[src/epi_pkg.sv]
// Package for the external pin interrupt unit: register map, field layout,
// reset values, sense modes and vector addresses. Used by every design file.
package epi_pkg;

    // Register offsets
    localparam logic [7:0] ADDR_CHANGE_MASK_LOW  = 8'h23;
    localparam logic [7:0] ADDR_MCU_CONTROL      = 8'h35;
    localparam logic [7:0] ADDR_IRQ_MASK         = 8'h3b;
    localparam logic [7:0] ADDR_IRQ_FLAGS        = 8'h3a;
    localparam logic [7:0] ADDR_CHANGE_MASK_HIGH = 8'h22;
    localparam logic [7:0] ADDR_GLOBAL_ENABLE    = 8'h3f;

    // Reset values
    localparam logic [7:0] RST_CHANGE_MASK_LOW  = 8'hc8;
    localparam logic [7:0] RST_MCU_CONTROL      = 8'h00;
    localparam logic [7:0] RST_IRQ_MASK         = 8'h00;
    localparam logic [7:0] RST_CHANGE_MASK_HIGH = 8'h00;

    // Field positions and change input count
    localparam int BIT_EXT_B        = 7;
    localparam int BIT_EXT_A        = 6;
    localparam int BIT_GROUP_A      = 5;
    localparam int BIT_GROUP_B      = 4;
    localparam int BIT_GLOBAL       = 7;
    localparam int SENSE_LSB        = 0;
    localparam int CHANGE_INPUTS    = 16;

    // Masks of implemented bits
    localparam logic [7:0] IRQ_MASK_USED  = 8'hf0;
    localparam logic [7:0] IRQ_FLAGS_USED = 8'he0;

    // Vector addresses
    localparam logic [15:0] VEC_EXT_A  = 16'h0001;
    localparam logic [15:0] VEC_CHANGE = 16'h0002;
    localparam logic [15:0] VEC_EXT_B  = 16'h000d;
    localparam logic [15:0] VEC_NONE   = 16'h0000;

    typedef enum logic [1:0] {
        SENSE_LOW    = 2'b00,
        SENSE_CHANGE = 2'b01,
        SENSE_FALL   = 2'b10,
        SENSE_RISE   = 2'b11
    } epi_sense_type;

    typedef struct packed {
        logic        wr;
        logic        rd;
        logic [7:0]  addr;
        logic [7:0]  wdata;
    } epi_bus_type;

    typedef struct packed {
        logic        valid;
        logic [15:0] vector;
    } epi_req_type;

endpackage : epi_pkg

[src/epi_edge_detect.sv]
// Per-pin synchroniser and sense decoder for one external request pin.
// Assumes pin is asynchronous to core_clk_in; low level is passed unclocked.
`timescale 1ns/1ps
module epi_edge_detect
(
    // Clock and reset
    input  wire logic               core_clk_in,
    input  wire logic               rst_b_in,
    // Pin and mode
    input  wire logic               pin_in,
    input  wire epi_pkg::epi_sense_type sense_in,
    // Results
    output logic                    edge_hit_out,
    output logic                    low_level_out
);
    logic sync_first;
    logic sync_second;
    logic prev_sample;

    // Two stages before the edge logic looks at the pin
    always_ff @(posedge core_clk_in or negedge rst_b_in)
    begin
        if (!rst_b_in)
        begin
            sync_first  <= 1'b1;
            sync_second <= 1'b1;
            prev_sample <= 1'b1;
        end
        else
        begin
            sync_first  <= pin_in;
            sync_second <= sync_first;
            prev_sample <= sync_second;
        end
    end

    // Edge modes need the clock; pulses over one period always pass
    always_comb
    begin
        case (sense_in)
            epi_pkg::SENSE_CHANGE: edge_hit_out = sync_second ^ prev_sample;
            epi_pkg::SENSE_FALL:   edge_hit_out = prev_sample & ~sync_second;
            epi_pkg::SENSE_RISE:   edge_hit_out = ~prev_sample & sync_second;
            default:               edge_hit_out = 1'b0;
        endcase
    end

    // Asynchronous so it works with the clock stopped
    assign low_level_out = (sense_in == epi_pkg::SENSE_LOW) & ~pin_in;

endmodule : epi_edge_detect

[src/epi_unit.sv]
// External pin interrupt unit: two request pins, sixteen change inputs,
// mask and flag registers, request and wake outputs.
// Assumes a plain register port on core_clk_in and a core that acks vectors.
`timescale 1ns/1ps
module epi_unit
#(
    parameter int N_CHANGE = epi_pkg::CHANGE_INPUTS
)
(
    // Clock and reset
    input  wire logic                core_clk_in,
    input  wire logic                rst_b_in,
    // Register port
    input  wire logic [7:0]          reg_addr_in,
    input  wire logic [7:0]          reg_wdata_in,
    input  wire logic                reg_wr_in,
    input  wire logic                reg_rd_in,
    output logic [7:0]               reg_rdata_out,
    // Pins
    input  wire logic                ext_irq_pin_a_in,
    input  wire logic                ext_irq_pin_b_in,
    input  wire logic [N_CHANGE-1:0] change_input_in,
    // Core side
    input  wire logic                startup_done_in,
    input  wire logic                vector_ack_in,
    output logic                     irq_req_out,
    output logic [15:0]              irq_vector_out,
    output logic                     wake_out
);
    epi_pkg::epi_bus_type bus;
    epi_pkg::epi_req_type next_req;
    epi_pkg::epi_req_type req;
    epi_pkg::epi_sense_type sense;

    logic [7:0]          change_mask_low;
    logic [7:0]          change_mask_high;
    logic [7:0]          mcu_control;
    logic [7:0]          irq_mask;
    logic                global_enable;
    logic                ext_flag_a;
    logic                ext_flag_b;
    logic                change_flag;
    logic [N_CHANGE-1:0] change_sync_first;
    logic [N_CHANGE-1:0] change_sync;
    logic [N_CHANGE-1:0] change_prev;
    logic [N_CHANGE-1:0] change_enabled;
    logic [N_CHANGE-1:0] change_async;
    logic [N_CHANGE-1:0] change_ref;
    logic                change_hit;
    logic                hit_a;
    logic                hit_b;
    logic                low_a;
    logic                low_b;
    logic                level_mode;
    logic                level_a_live;
    logic                level_b_live;
    logic                clr_a;
    logic                clr_b;
    logic                clr_change;
    logic                flag_wr;

    assign bus   = '{wr: reg_wr_in, rd: reg_rd_in, addr: reg_addr_in, wdata: reg_wdata_in};
    assign sense = epi_pkg::epi_sense_type'(mcu_control[epi_pkg::SENSE_LSB +: 2]);
    assign level_mode = (sense == epi_pkg::SENSE_LOW);

    // Pin detectors share one sense field
    epi_edge_detect u_det_a
    (
        .core_clk_in   (core_clk_in),
        .rst_b_in      (rst_b_in),
        .pin_in        (ext_irq_pin_a_in),
        .sense_in      (sense),
        .edge_hit_out  (hit_a),
        .low_level_out (low_a)
    );

    epi_edge_detect u_det_b
    (
        .core_clk_in   (core_clk_in),
        .rst_b_in      (rst_b_in),
        .pin_in        (ext_irq_pin_b_in),
        .sense_in      (sense),
        .edge_hit_out  (hit_b),
        .low_level_out (low_b)
    );

    // Group enables per input
    generate
        for (genvar i = 0; i < N_CHANGE; i++)
        begin : g_change
            if (i < 8)
            begin : g_low
                assign change_enabled[i] = change_mask_low[i] & irq_mask[epi_pkg::BIT_GROUP_A];
            end
            else if (i < 12)
            begin : g_mid
                assign change_enabled[i] = change_mask_high[i-8] & irq_mask[epi_pkg::BIT_GROUP_B];
            end
            else
            begin : g_high
                assign change_enabled[i] = change_mask_high[i-8] & irq_mask[epi_pkg::BIT_GROUP_A];
            end
        end
    endgenerate

    // Change inputs synchronised for the flag path
    always_ff @(posedge core_clk_in or negedge rst_b_in)
    begin
        if (!rst_b_in)
        begin
            change_sync_first <= '0;
            change_sync       <= '0;
            change_prev       <= '0;
        end
        else
        begin
            change_sync_first <= change_input_in;
            change_sync       <= change_sync_first;
            change_prev       <= change_sync;
        end
    end

    assign change_hit = |((change_sync ^ change_prev) & change_enabled);

    // Unclocked compare against the last sample; wakes with the clock stopped
    assign change_ref   = change_sync;
    assign change_async = (change_input_in ^ change_ref) & change_enabled;

    // Register writes
    always_ff @(posedge core_clk_in or negedge rst_b_in)
    begin
        if (!rst_b_in)
        begin
            change_mask_low  <= epi_pkg::RST_CHANGE_MASK_LOW;
            change_mask_high <= epi_pkg::RST_CHANGE_MASK_HIGH;
            mcu_control      <= epi_pkg::RST_MCU_CONTROL;
            irq_mask         <= epi_pkg::RST_IRQ_MASK;
            global_enable    <= 1'b0;
        end
        else if (bus.wr)
        begin
            if (bus.addr == epi_pkg::ADDR_CHANGE_MASK_LOW)
            begin
                change_mask_low <= bus.wdata;
            end
            else if (bus.addr == epi_pkg::ADDR_CHANGE_MASK_HIGH)
            begin
                change_mask_high <= bus.wdata;
            end
            else if (bus.addr == epi_pkg::ADDR_MCU_CONTROL)
            begin
                mcu_control <= bus.wdata;
            end
            else if (bus.addr == epi_pkg::ADDR_IRQ_MASK)
            begin
                irq_mask <= bus.wdata & epi_pkg::IRQ_MASK_USED;
            end
            else if (bus.addr == epi_pkg::ADDR_GLOBAL_ENABLE)
            begin
                global_enable <= bus.wdata[epi_pkg::BIT_GLOBAL];
            end
        end
    end

    // Flag clears: write one or vector entry
    assign flag_wr    = bus.wr & (bus.addr == epi_pkg::ADDR_IRQ_FLAGS);
    assign clr_a      = (flag_wr & bus.wdata[epi_pkg::BIT_EXT_A])
                        | (vector_ack_in & req.valid & (req.vector == epi_pkg::VEC_EXT_A));
    assign clr_b      = (flag_wr & bus.wdata[epi_pkg::BIT_EXT_B])
                        | (vector_ack_in & req.valid & (req.vector == epi_pkg::VEC_EXT_B));
    assign clr_change = (flag_wr & bus.wdata[epi_pkg::BIT_GROUP_A])
                        | (vector_ack_in & req.valid & (req.vector == epi_pkg::VEC_CHANGE));

    // Set wins over clear
    always_ff @(posedge core_clk_in or negedge rst_b_in)
    begin
        if (!rst_b_in)
        begin
            ext_flag_a <= 1'b0;
            ext_flag_b <= 1'b0;
        end
        else if (level_mode)
        begin
            ext_flag_a <= 1'b0;
            ext_flag_b <= 1'b0;
        end
        else
        begin
            ext_flag_a <= hit_a | (ext_flag_a & ~clr_a);
            ext_flag_b <= hit_b | (ext_flag_b & ~clr_b);
        end
    end

    always_ff @(posedge core_clk_in or negedge rst_b_in)
    begin
        if (!rst_b_in)
        begin
            change_flag <= 1'b0;
        end
        else
        begin
            change_flag <= change_hit | (change_flag & ~clr_change);
        end
    end

    // Level requests only count once start-up is done
    assign level_a_live = low_a & startup_done_in;
    assign level_b_live = low_b & startup_done_in;

    // Priority follows vector order
    always_comb
    begin
        next_req = '{valid: 1'b0, vector: epi_pkg::VEC_NONE};
        if (global_enable)
        begin
            if (irq_mask[epi_pkg::BIT_EXT_A] & (ext_flag_a | level_a_live))
            begin
                next_req = '{valid: 1'b1, vector: epi_pkg::VEC_EXT_A};
            end
            else if (change_flag & (irq_mask[epi_pkg::BIT_GROUP_A] | irq_mask[epi_pkg::BIT_GROUP_B]))
            begin
                next_req = '{valid: 1'b1, vector: epi_pkg::VEC_CHANGE};
            end
            else if (irq_mask[epi_pkg::BIT_EXT_B] & (ext_flag_b | level_b_live))
            begin
                next_req = '{valid: 1'b1, vector: epi_pkg::VEC_EXT_B};
            end
        end
    end

    // Request registered; dropped the cycle after an ack
    always_ff @(posedge core_clk_in or negedge rst_b_in)
    begin
        if (!rst_b_in)
        begin
            req <= '{valid: 1'b0, vector: epi_pkg::VEC_NONE};
        end
        else if (vector_ack_in & req.valid)
        begin
            req <= '{valid: 1'b0, vector: epi_pkg::VEC_NONE};
        end
        else
        begin
            req <= next_req;
        end
    end

    assign irq_req_out    = req.valid;
    assign irq_vector_out = req.vector;

    // Wake runs without the clock; a low level wakes only while it is still on pin a
    assign wake_out = (low_a & irq_mask[epi_pkg::BIT_EXT_A]) | (|change_async);

    // Register reads, data one cycle later
    always_ff @(posedge core_clk_in or negedge rst_b_in)
    begin
        if (!rst_b_in)
        begin
            reg_rdata_out <= 8'h00;
        end
        else if (bus.rd)
        begin
            if (bus.addr == epi_pkg::ADDR_CHANGE_MASK_LOW)
            begin
                reg_rdata_out <= change_mask_low;
            end
            else if (bus.addr == epi_pkg::ADDR_CHANGE_MASK_HIGH)
            begin
                reg_rdata_out <= change_mask_high;
            end
            else if (bus.addr == epi_pkg::ADDR_MCU_CONTROL)
            begin
                reg_rdata_out <= mcu_control;
            end
            else if (bus.addr == epi_pkg::ADDR_IRQ_MASK)
            begin
                reg_rdata_out <= irq_mask & epi_pkg::IRQ_MASK_USED;
            end
            else if (bus.addr == epi_pkg::ADDR_IRQ_FLAGS)
            begin
                reg_rdata_out <= {ext_flag_b, ext_flag_a, change_flag, 5'h00} & epi_pkg::IRQ_FLAGS_USED;
            end
            else if (bus.addr == epi_pkg::ADDR_GLOBAL_ENABLE)
            begin
                reg_rdata_out <= {global_enable, 7'h00};
            end
            else
            begin
                reg_rdata_out <= 8'h00;
            end
        end
        else
        begin
            reg_rdata_out <= 8'h00;
        end
    end

    // Assertions
    a_level_clears_flags : assert property (@(posedge core_clk_in) disable iff (!rst_b_in)
        $past(level_mode) |-> (!ext_flag_a && !ext_flag_b))
        else $error("pin flag set in level mode");

    a_global_gates_req : assert property (@(posedge core_clk_in) disable iff (!rst_b_in)
        irq_req_out |-> $past(global_enable))
        else $error("request without global enable");

    a_fall_sets_flag : assert property (@(posedge core_clk_in) disable iff (!rst_b_in)
        (sense == epi_pkg::SENSE_FALL && $past(sense) == epi_pkg::SENSE_FALL && hit_a) |=> ext_flag_a)
        else $error("falling edge missed");

    a_flag_set_wins : assert property (@(posedge core_clk_in) disable iff (!rst_b_in)
        (!level_mode && hit_b && clr_b) |=> ext_flag_b)
        else $error("clear beat set on pin b");

    a_write_one_clr : assert property (@(posedge core_clk_in) disable iff (!rst_b_in)
        (flag_wr && bus.wdata[epi_pkg::BIT_GROUP_A] && !change_hit) |=> !change_flag)
        else $error("change flag not cleared");

    a_vector_a_code : assert property (@(posedge core_clk_in) disable iff (!rst_b_in)
        (global_enable && irq_mask[epi_pkg::BIT_EXT_A] && ext_flag_a && !(vector_ack_in && req.valid))
        |=> (irq_req_out && irq_vector_out == 16'h0001))
        else $error("pin a vector wrong");

    a_reserved_zero : assert property (@(posedge core_clk_in) disable iff (!rst_b_in)
        (bus.rd && bus.addr == epi_pkg::ADDR_IRQ_FLAGS) |=> (reg_rdata_out[4:0] == 5'h00))
        else $error("reserved flag bits nonzero");

    a_group_b_gate : assert property (@(posedge core_clk_in) disable iff (!rst_b_in)
        !irq_mask[epi_pkg::BIT_GROUP_B] |-> (change_enabled[11:8] == 4'h0))
        else $error("inputs 11..8 enabled without group");

    a_change_edge : assert property (@(posedge core_clk_in) disable iff (!rst_b_in)
        (change_hit && !clr_change) |=> change_flag ##1 (change_flag || $past(clr_change)))
        else $error("change flag lost");

endmodule : epi_unit

[config.mk]
export PLATFORM = sky130hd
export DESIGN_NAME = epi_unit
export DESIGN_NICKNAME = d
export VERILOG_FILES = /design/src/epi_pkg.sv /design/src/epi_edge_detect.sv /design/src/epi_unit.sv
export SDC_FILE = /design/constraint.sdc
export NUM_CORES = 1
export LEC_CHECK = 0
export BUFFER_PORTS_ARGS = -buffer_cell sky130_fd_sc_hd__buf_2
export CORE_UTILIZATION = 60
export DETAILED_ROUTE_END_ITERATION = 8
export HOLD_SLACK_MARGIN = 0.15
export PLACE_DENSITY_LB_ADDON = 0.12
export SLEW_MARGIN = 20
export SYNTH_ARGS = -nofsm -noshare
export SYNTH_HDL_FRONTEND = slang
export SYNTH_SLANG_ARGS = --single-unit
[constraint.sdc]
create_clock -name core_clk_in -period 2.8 [get_ports core_clk_in]
set_input_delay 0.84 -clock core_clk_in [delete_from_list [all_inputs] [get_ports core_clk_in]]
set_output_delay 0.84 -clock core_clk_in [all_outputs]
set_load 0.03 [all_outputs]
; Word level (Yosys, flattened, before mapping)
; Cells that the tools add are included.
[classes]
eq_ne = 12
muxes = 16
bitwise = 68
reduce_logical = 8
[op_table]
columns = op, count
row1 = two-way mux 17 bit, 5
row2 = two-way mux 8 bit, 7
row3 = "equality test 8 x 6 -> 1 bit, second input constant", 6
row4 = bitwise AND 1 bit, 39
row5 = bitwise AND 16 bit, 2
row6 = OR reduction 16 bit, 2
row7 = XOR 16 bit, 2
row8 = "equality test 16 x 1 -> 1 bit, second input constant", 1
row9 = "equality test 16 x 2 -> 1 bit, second input constant", 1
row10 = "equality test 16 x 4 -> 1 bit, second input constant", 1
row11 = inverter 1 bit, 13
row12 = OR 1 bit, 10
row13 = one-hot mux 1 bit (3 select lines), 2
row14 = AND reduction 6 bit, 1
row15 = AND reduction 5 bit, 1
row16 = "equality test 2 bit, second input constant", 2
row17 = AND reduction 4 bit, 1
row18 = AND reduction 3 bit, 1
row19 = "equality test 2 x 1 -> 1 bit, second input constant", 1
row20 = zero test 2 bit, 1
row21 = two-way mux 1 bit, 2
row22 = AND reduction 2 bit, 1
row23 = XOR 1 bit, 2
[word_totals]
ff_bits = 111
inputBits = 40

; Depth between registers and ports, before layout
[logic_depth]
ltp_word = 10
depth_mapped = 6

; By module
; From an unflattened synthesis, not the netlist that was laid out.
[hier_totals]
cells_unflattened = 308
area_unflattened_um2 = 4146.5
[modules_own_cells]
columns = module, instances, cells_per_inst, area_each_um2, seq_area_each_um2
row1 = epi_unit, 1, 286, 3861.2, 2306.0
row2 = epi_edge_detect, 2, 11, 142.6, 78.8

; Worst setup path before layout
; Ideal clock, no wire load.
[synth_path]
path_kind = input to output
start = in change_input_in[13]
end = out wake_out
arrival_time_ps = 1740
slack_ps = 220
stages = 4
n_path_buf = 0
cell_sequence = xor2_1 a22o_1 a211oi_1 nand4_1
[synth_via]
elab_chain_cells = 4
[synth_lines]
columns = element, line
row1 = start: declaration, epi_unit.sv:22  ; input wire logic [N_CHANGE-1:0] change_input_in,
row2 = XOR 16 bit, epi_unit.sv:127  ; assign change_async = (change_input_in ^ change_ref) & change_enabled;
row3 = bitwise AND 16 bit, epi_unit.sv:127
row4 = OR reduction 16 bit, epi_unit.sv:252  ; assign wake_out = (low_a & irq_mask[epi_pkg::BIT_EXT_A]) | (|change_async);
row5 = OR 1 bit, epi_unit.sv:252
row6 = end: declaration, epi_unit.sv:28  ; output logic wake_out
; No other way between the ends.

; Worst setup path in the final report
[layout_path]
start = in change_input_in[8]
end = out wake_out
; The elaborated chain is that of the path after synthesis.

==> results.sh <==
export IMPL_max_cap_viol_count=0
export IMPL_setup_viol=0
export IMPL_first_global_vias=2683
export IMPL_crit_type="in2out"
export IMPL_hold_viol_final=0
export IMPL_clock_skew_ns=0.00713
export IMPL_finalSetupTns_ns=0
export IMPL_die_height_um=85.1
export IMPL_grt_max_degree=47
export IMPL_overflow=0
export IMPL_slew_viol_final=0
export IMPL_post_cts_buffers=0
export IMPL_antenna_found_initial=0
export IMPL_synth_top_family_by_area="multiplexers"
export IMPL_syn_to_final_growth_pct=11.5
export IMPL_synth_adder_area_share=0.0121
export IMPL_p_sw_frac=0.249
export IMPL_initial_core_util=0.638
export IMPL_synth_cells=323
export IMPL_cts_buffers=9
export IMPL_io_buffers=53
export IMPL_core_sq_mm=0.00649
export IMPL_avgSynthCellArea_sq_um=12.8
export IMPL_synth_seq_area_share=0.595
export IMPL_synthArstFlopShare=1.00
export IMPL_p_per_area_mw_per_mm2=563
export IMPL_clockRootBuffer="clkbuf_8"
export IMPL_pwr_share_comb=0.085
export IMPL_h_tree_depth=3
export IMPL_ctsHoldBuffers=0
export IMPL_cp_arrival_ns=1.92
export IMPL_synth_compound_area_frac=0.0758
export IMPL_num_rows=29
export IMPL_cts_resized=1
export IMPL_ys_seq_elements=98
export IMPL_fin_nets=421
export IMPL_design_area_sq_mm=0.00462
export IMPL_clk_transition_reported_paths_ns=0.09
export IMPL_synth_xor_area_share=0.0677
export IMPL_vias=2616
export IMPL_wl_per_cell_um=17.1
export IMPL_start_kind="input pin"
export IMPL_yosys_cell_types_count=50
export IMPL_yosysWarnings=0
export IMPL_synthSimpleGateAreaFrac=0.103
export IMPL_gp_congestion=0.850
export IMPL_clockPowerShare=0.327
export IMPL_hpwl_um=5820
export IMPL_period_share=0.984
export IMPL_synth_flop_cell="dfrtp_1"
export IMPL_status="complete, no violations"
export IMPL_grt_pass1_wl_um=13100
export IMPL_p_leak_uw=0.00212
export IMPL_drc=0
export IMPL_max_freq_ghz=0.363
export IMPL_power_switching_uw=648
export IMPL_die_x_um=85.1
export IMPL_ctsLongestPathBuffers=2
export IMPL_drt_iter0_markers=163
export IMPL_peakVddDrop_uv=467
export IMPL_hold_path_class="reg2reg"
export IMPL_cts_sinks=98
export IMPL_cts_tree="built"
export IMPL_n_antenna_cell=0
export IMPL_avgViaCountPerCell=5.70
export IMPL_power_frac_seq=0.588
export IMPL_fin_util=0.711
export IMPL_track_usage=0.241
export IMPL_clk_latency_ns=0.36
export IMPL_cp_max_fo=2
export IMPL_dieArea_sq_mm=0.00724
export IMPL_layout_drive_gt1_share=0.325
export IMPL_intPower_uw=1950
export IMPL_synth_edf_count=0
export IMPL_fin_crit_ns=2.76
export IMPL_muxShareOfSynthArea=0.103
export IMPL_crit_path_end_kind="output pin"
export IMPL_netlist_area_sq_mm=0.00414
export IMPL_place_area_sq_mm=0.00443
export IMPL_finalWirelength_um=7860
export IMPL_pin_count=66
export IMPL_detail_route_antenna_nets=0
export IMPL_crit_required_ns=1.96
export IMPL_first_pass_iters=4
export IMPL_fillers=478
[path summary, 6_finish.rpt]
kind	from	end	slack, ns	cells after the start
min	change_sync_first[1]	change_ref[1]	0.35	0
min in group asynchronous	rst_b_in	mcu_control[1]	0.43	1
max in group asynchronous	rst_b_in	change_mask_low[3]	1.67	2
min reg2reg	change_sync_first[1]	change_ref[1]	0.35	0
max	change_input_in[8]	wake_out	0.04	6
max reg2reg	change_mask_low[4]	reg_rdata_out[4]	1.32	4
[stage by stage]
step,cells,worst slack [ns],hold slack [ns],total power (uW)
final,459,0.0441,0.348,2600
after floorplan,334,0.220,0.331,1690
after detailed placement,443,0.0107,0.336,1780
after global routing,459,-0.00761,0.357,2700
after global placement,443,0.0803,0.333,1770
after CTS,459,0.00582,0.354,2610
[logic make-up after synthesis]
group / count (synthesis)
xor gates and xnor gates: 32
and+or+nand+nor: 71
adders and majority gates: 4
buffers and inverters: 32
DFF: 98
AOI/OAI and AO/OA: 47
muxes: 38
other: 1
[Yosys cell counts, types with 3 or more instances]
cell type	instances	area [sq um]
a22oi_1	6	45.0
xor2_1	3	26.3
buf_4	13	97.6
nand2_1	25	93.8
nand3_1	6	30.0
nor2_1	6	22.5
dfrtp_1	89	2230
o22ai_1	18	113
dfstp_2	9	236
nor4_1	6	37.5
mux2_2	37	417
xnor2_1	29	254
inv_1	9	33.8
a21boi_0	3	22.5
nor2b_1	6	37.5
ha_1	4	50.1
clkbuf_1	8	30.0
o21ai_0	7	35.0
[layout make-up]
class | instances | area, sq um | area share
sequential | 98 | 2460 | 0.534
multi-input combinational | 204 | 1550 | 0.335
timing repair buffer | 55 | 295 | 0.0639
clock buffer | 13 | 159 | 0.0344
tap | 77 | 96.3 | 0.0209
inverter | 9 | 33.8 | 0.00731
clock inverter | 3 | 22.5 | 0.00488
[sequential cells by signal, summed over array words and instances, names as in the netlist]
signal,flops
change_prev,16
change_ref,16
change_sync_first,16
change_mask_high,8
change_mask_low,8
mcu_control,8
reg_rdata_out,8
irq_mask,4
irq_vector_out,3
change_flag,1
ext_flag_a,1
ext_flag_b,1
global_enable,1
irq_req_out,1
u_det_a.prev_sample,1
u_det_a.sync_first,1
u_det_a.sync_second,1
u_det_b.prev_sample,1
u_det_b.sync_first,1
u_det_b.sync_second,1
[cells in the final DEF, fill, tap and decap left out, types with 3 or more instances in the layout]
cell type | Yosys | routed
dfrtp_1 | 89 | 88
buf_2 | 1 | 52
mux2_2 | 37 | 37
xnor2_1 | 29 | 29
nand2_1 | 25 | 25
o22ai_1 | 18 | 18
conb_1 | 1 | 12
clkbuf_8 | 0 | 11
inv_1 | 9 | 9
dfstp_2 | 9 | 9
o21ai_0 | 7 | 7
a22oi_1 | 6 | 6
nor2_1 | 6 | 6
nand3_1 | 6 | 6
nor2b_1 | 6 | 6
nor4_1 | 6 | 5
ha_1 | 4 | 4
a21boi_0 | 3 | 3
xor2_1 | 3 | 3
[worst max-delay path: stages]
cell	delay, ns
buf_2	0.12
xnor2_1	0.18
o22ai_1	0.12
nor4_2	0.30
nand4_1	0.15
buf_2	0.20
[per-layer routing]
layer | global-route usage | vias up | part of all wire
li1 | - | 1228 | -
met1 | 0.320 | 1287 | 0.45
met2 | 0.389 | 84 | 0.48
met3 | 0.0447 | 17 | 0.043
met4 | 0.111 | 0 | 0.024
met5 | 0 | - | 0
[power groups by stage]
stage	Combinational (uW)	Clock, uW	Sequential [uW]
detailed placement	222	0	1560
global placement	217	0	1550
floorplan	148	0	1540
CTS	224	860	1530
finish	221	851	1530
global route	245	919	1540
No activity file was read; power rests on OpenSTA's default activity.
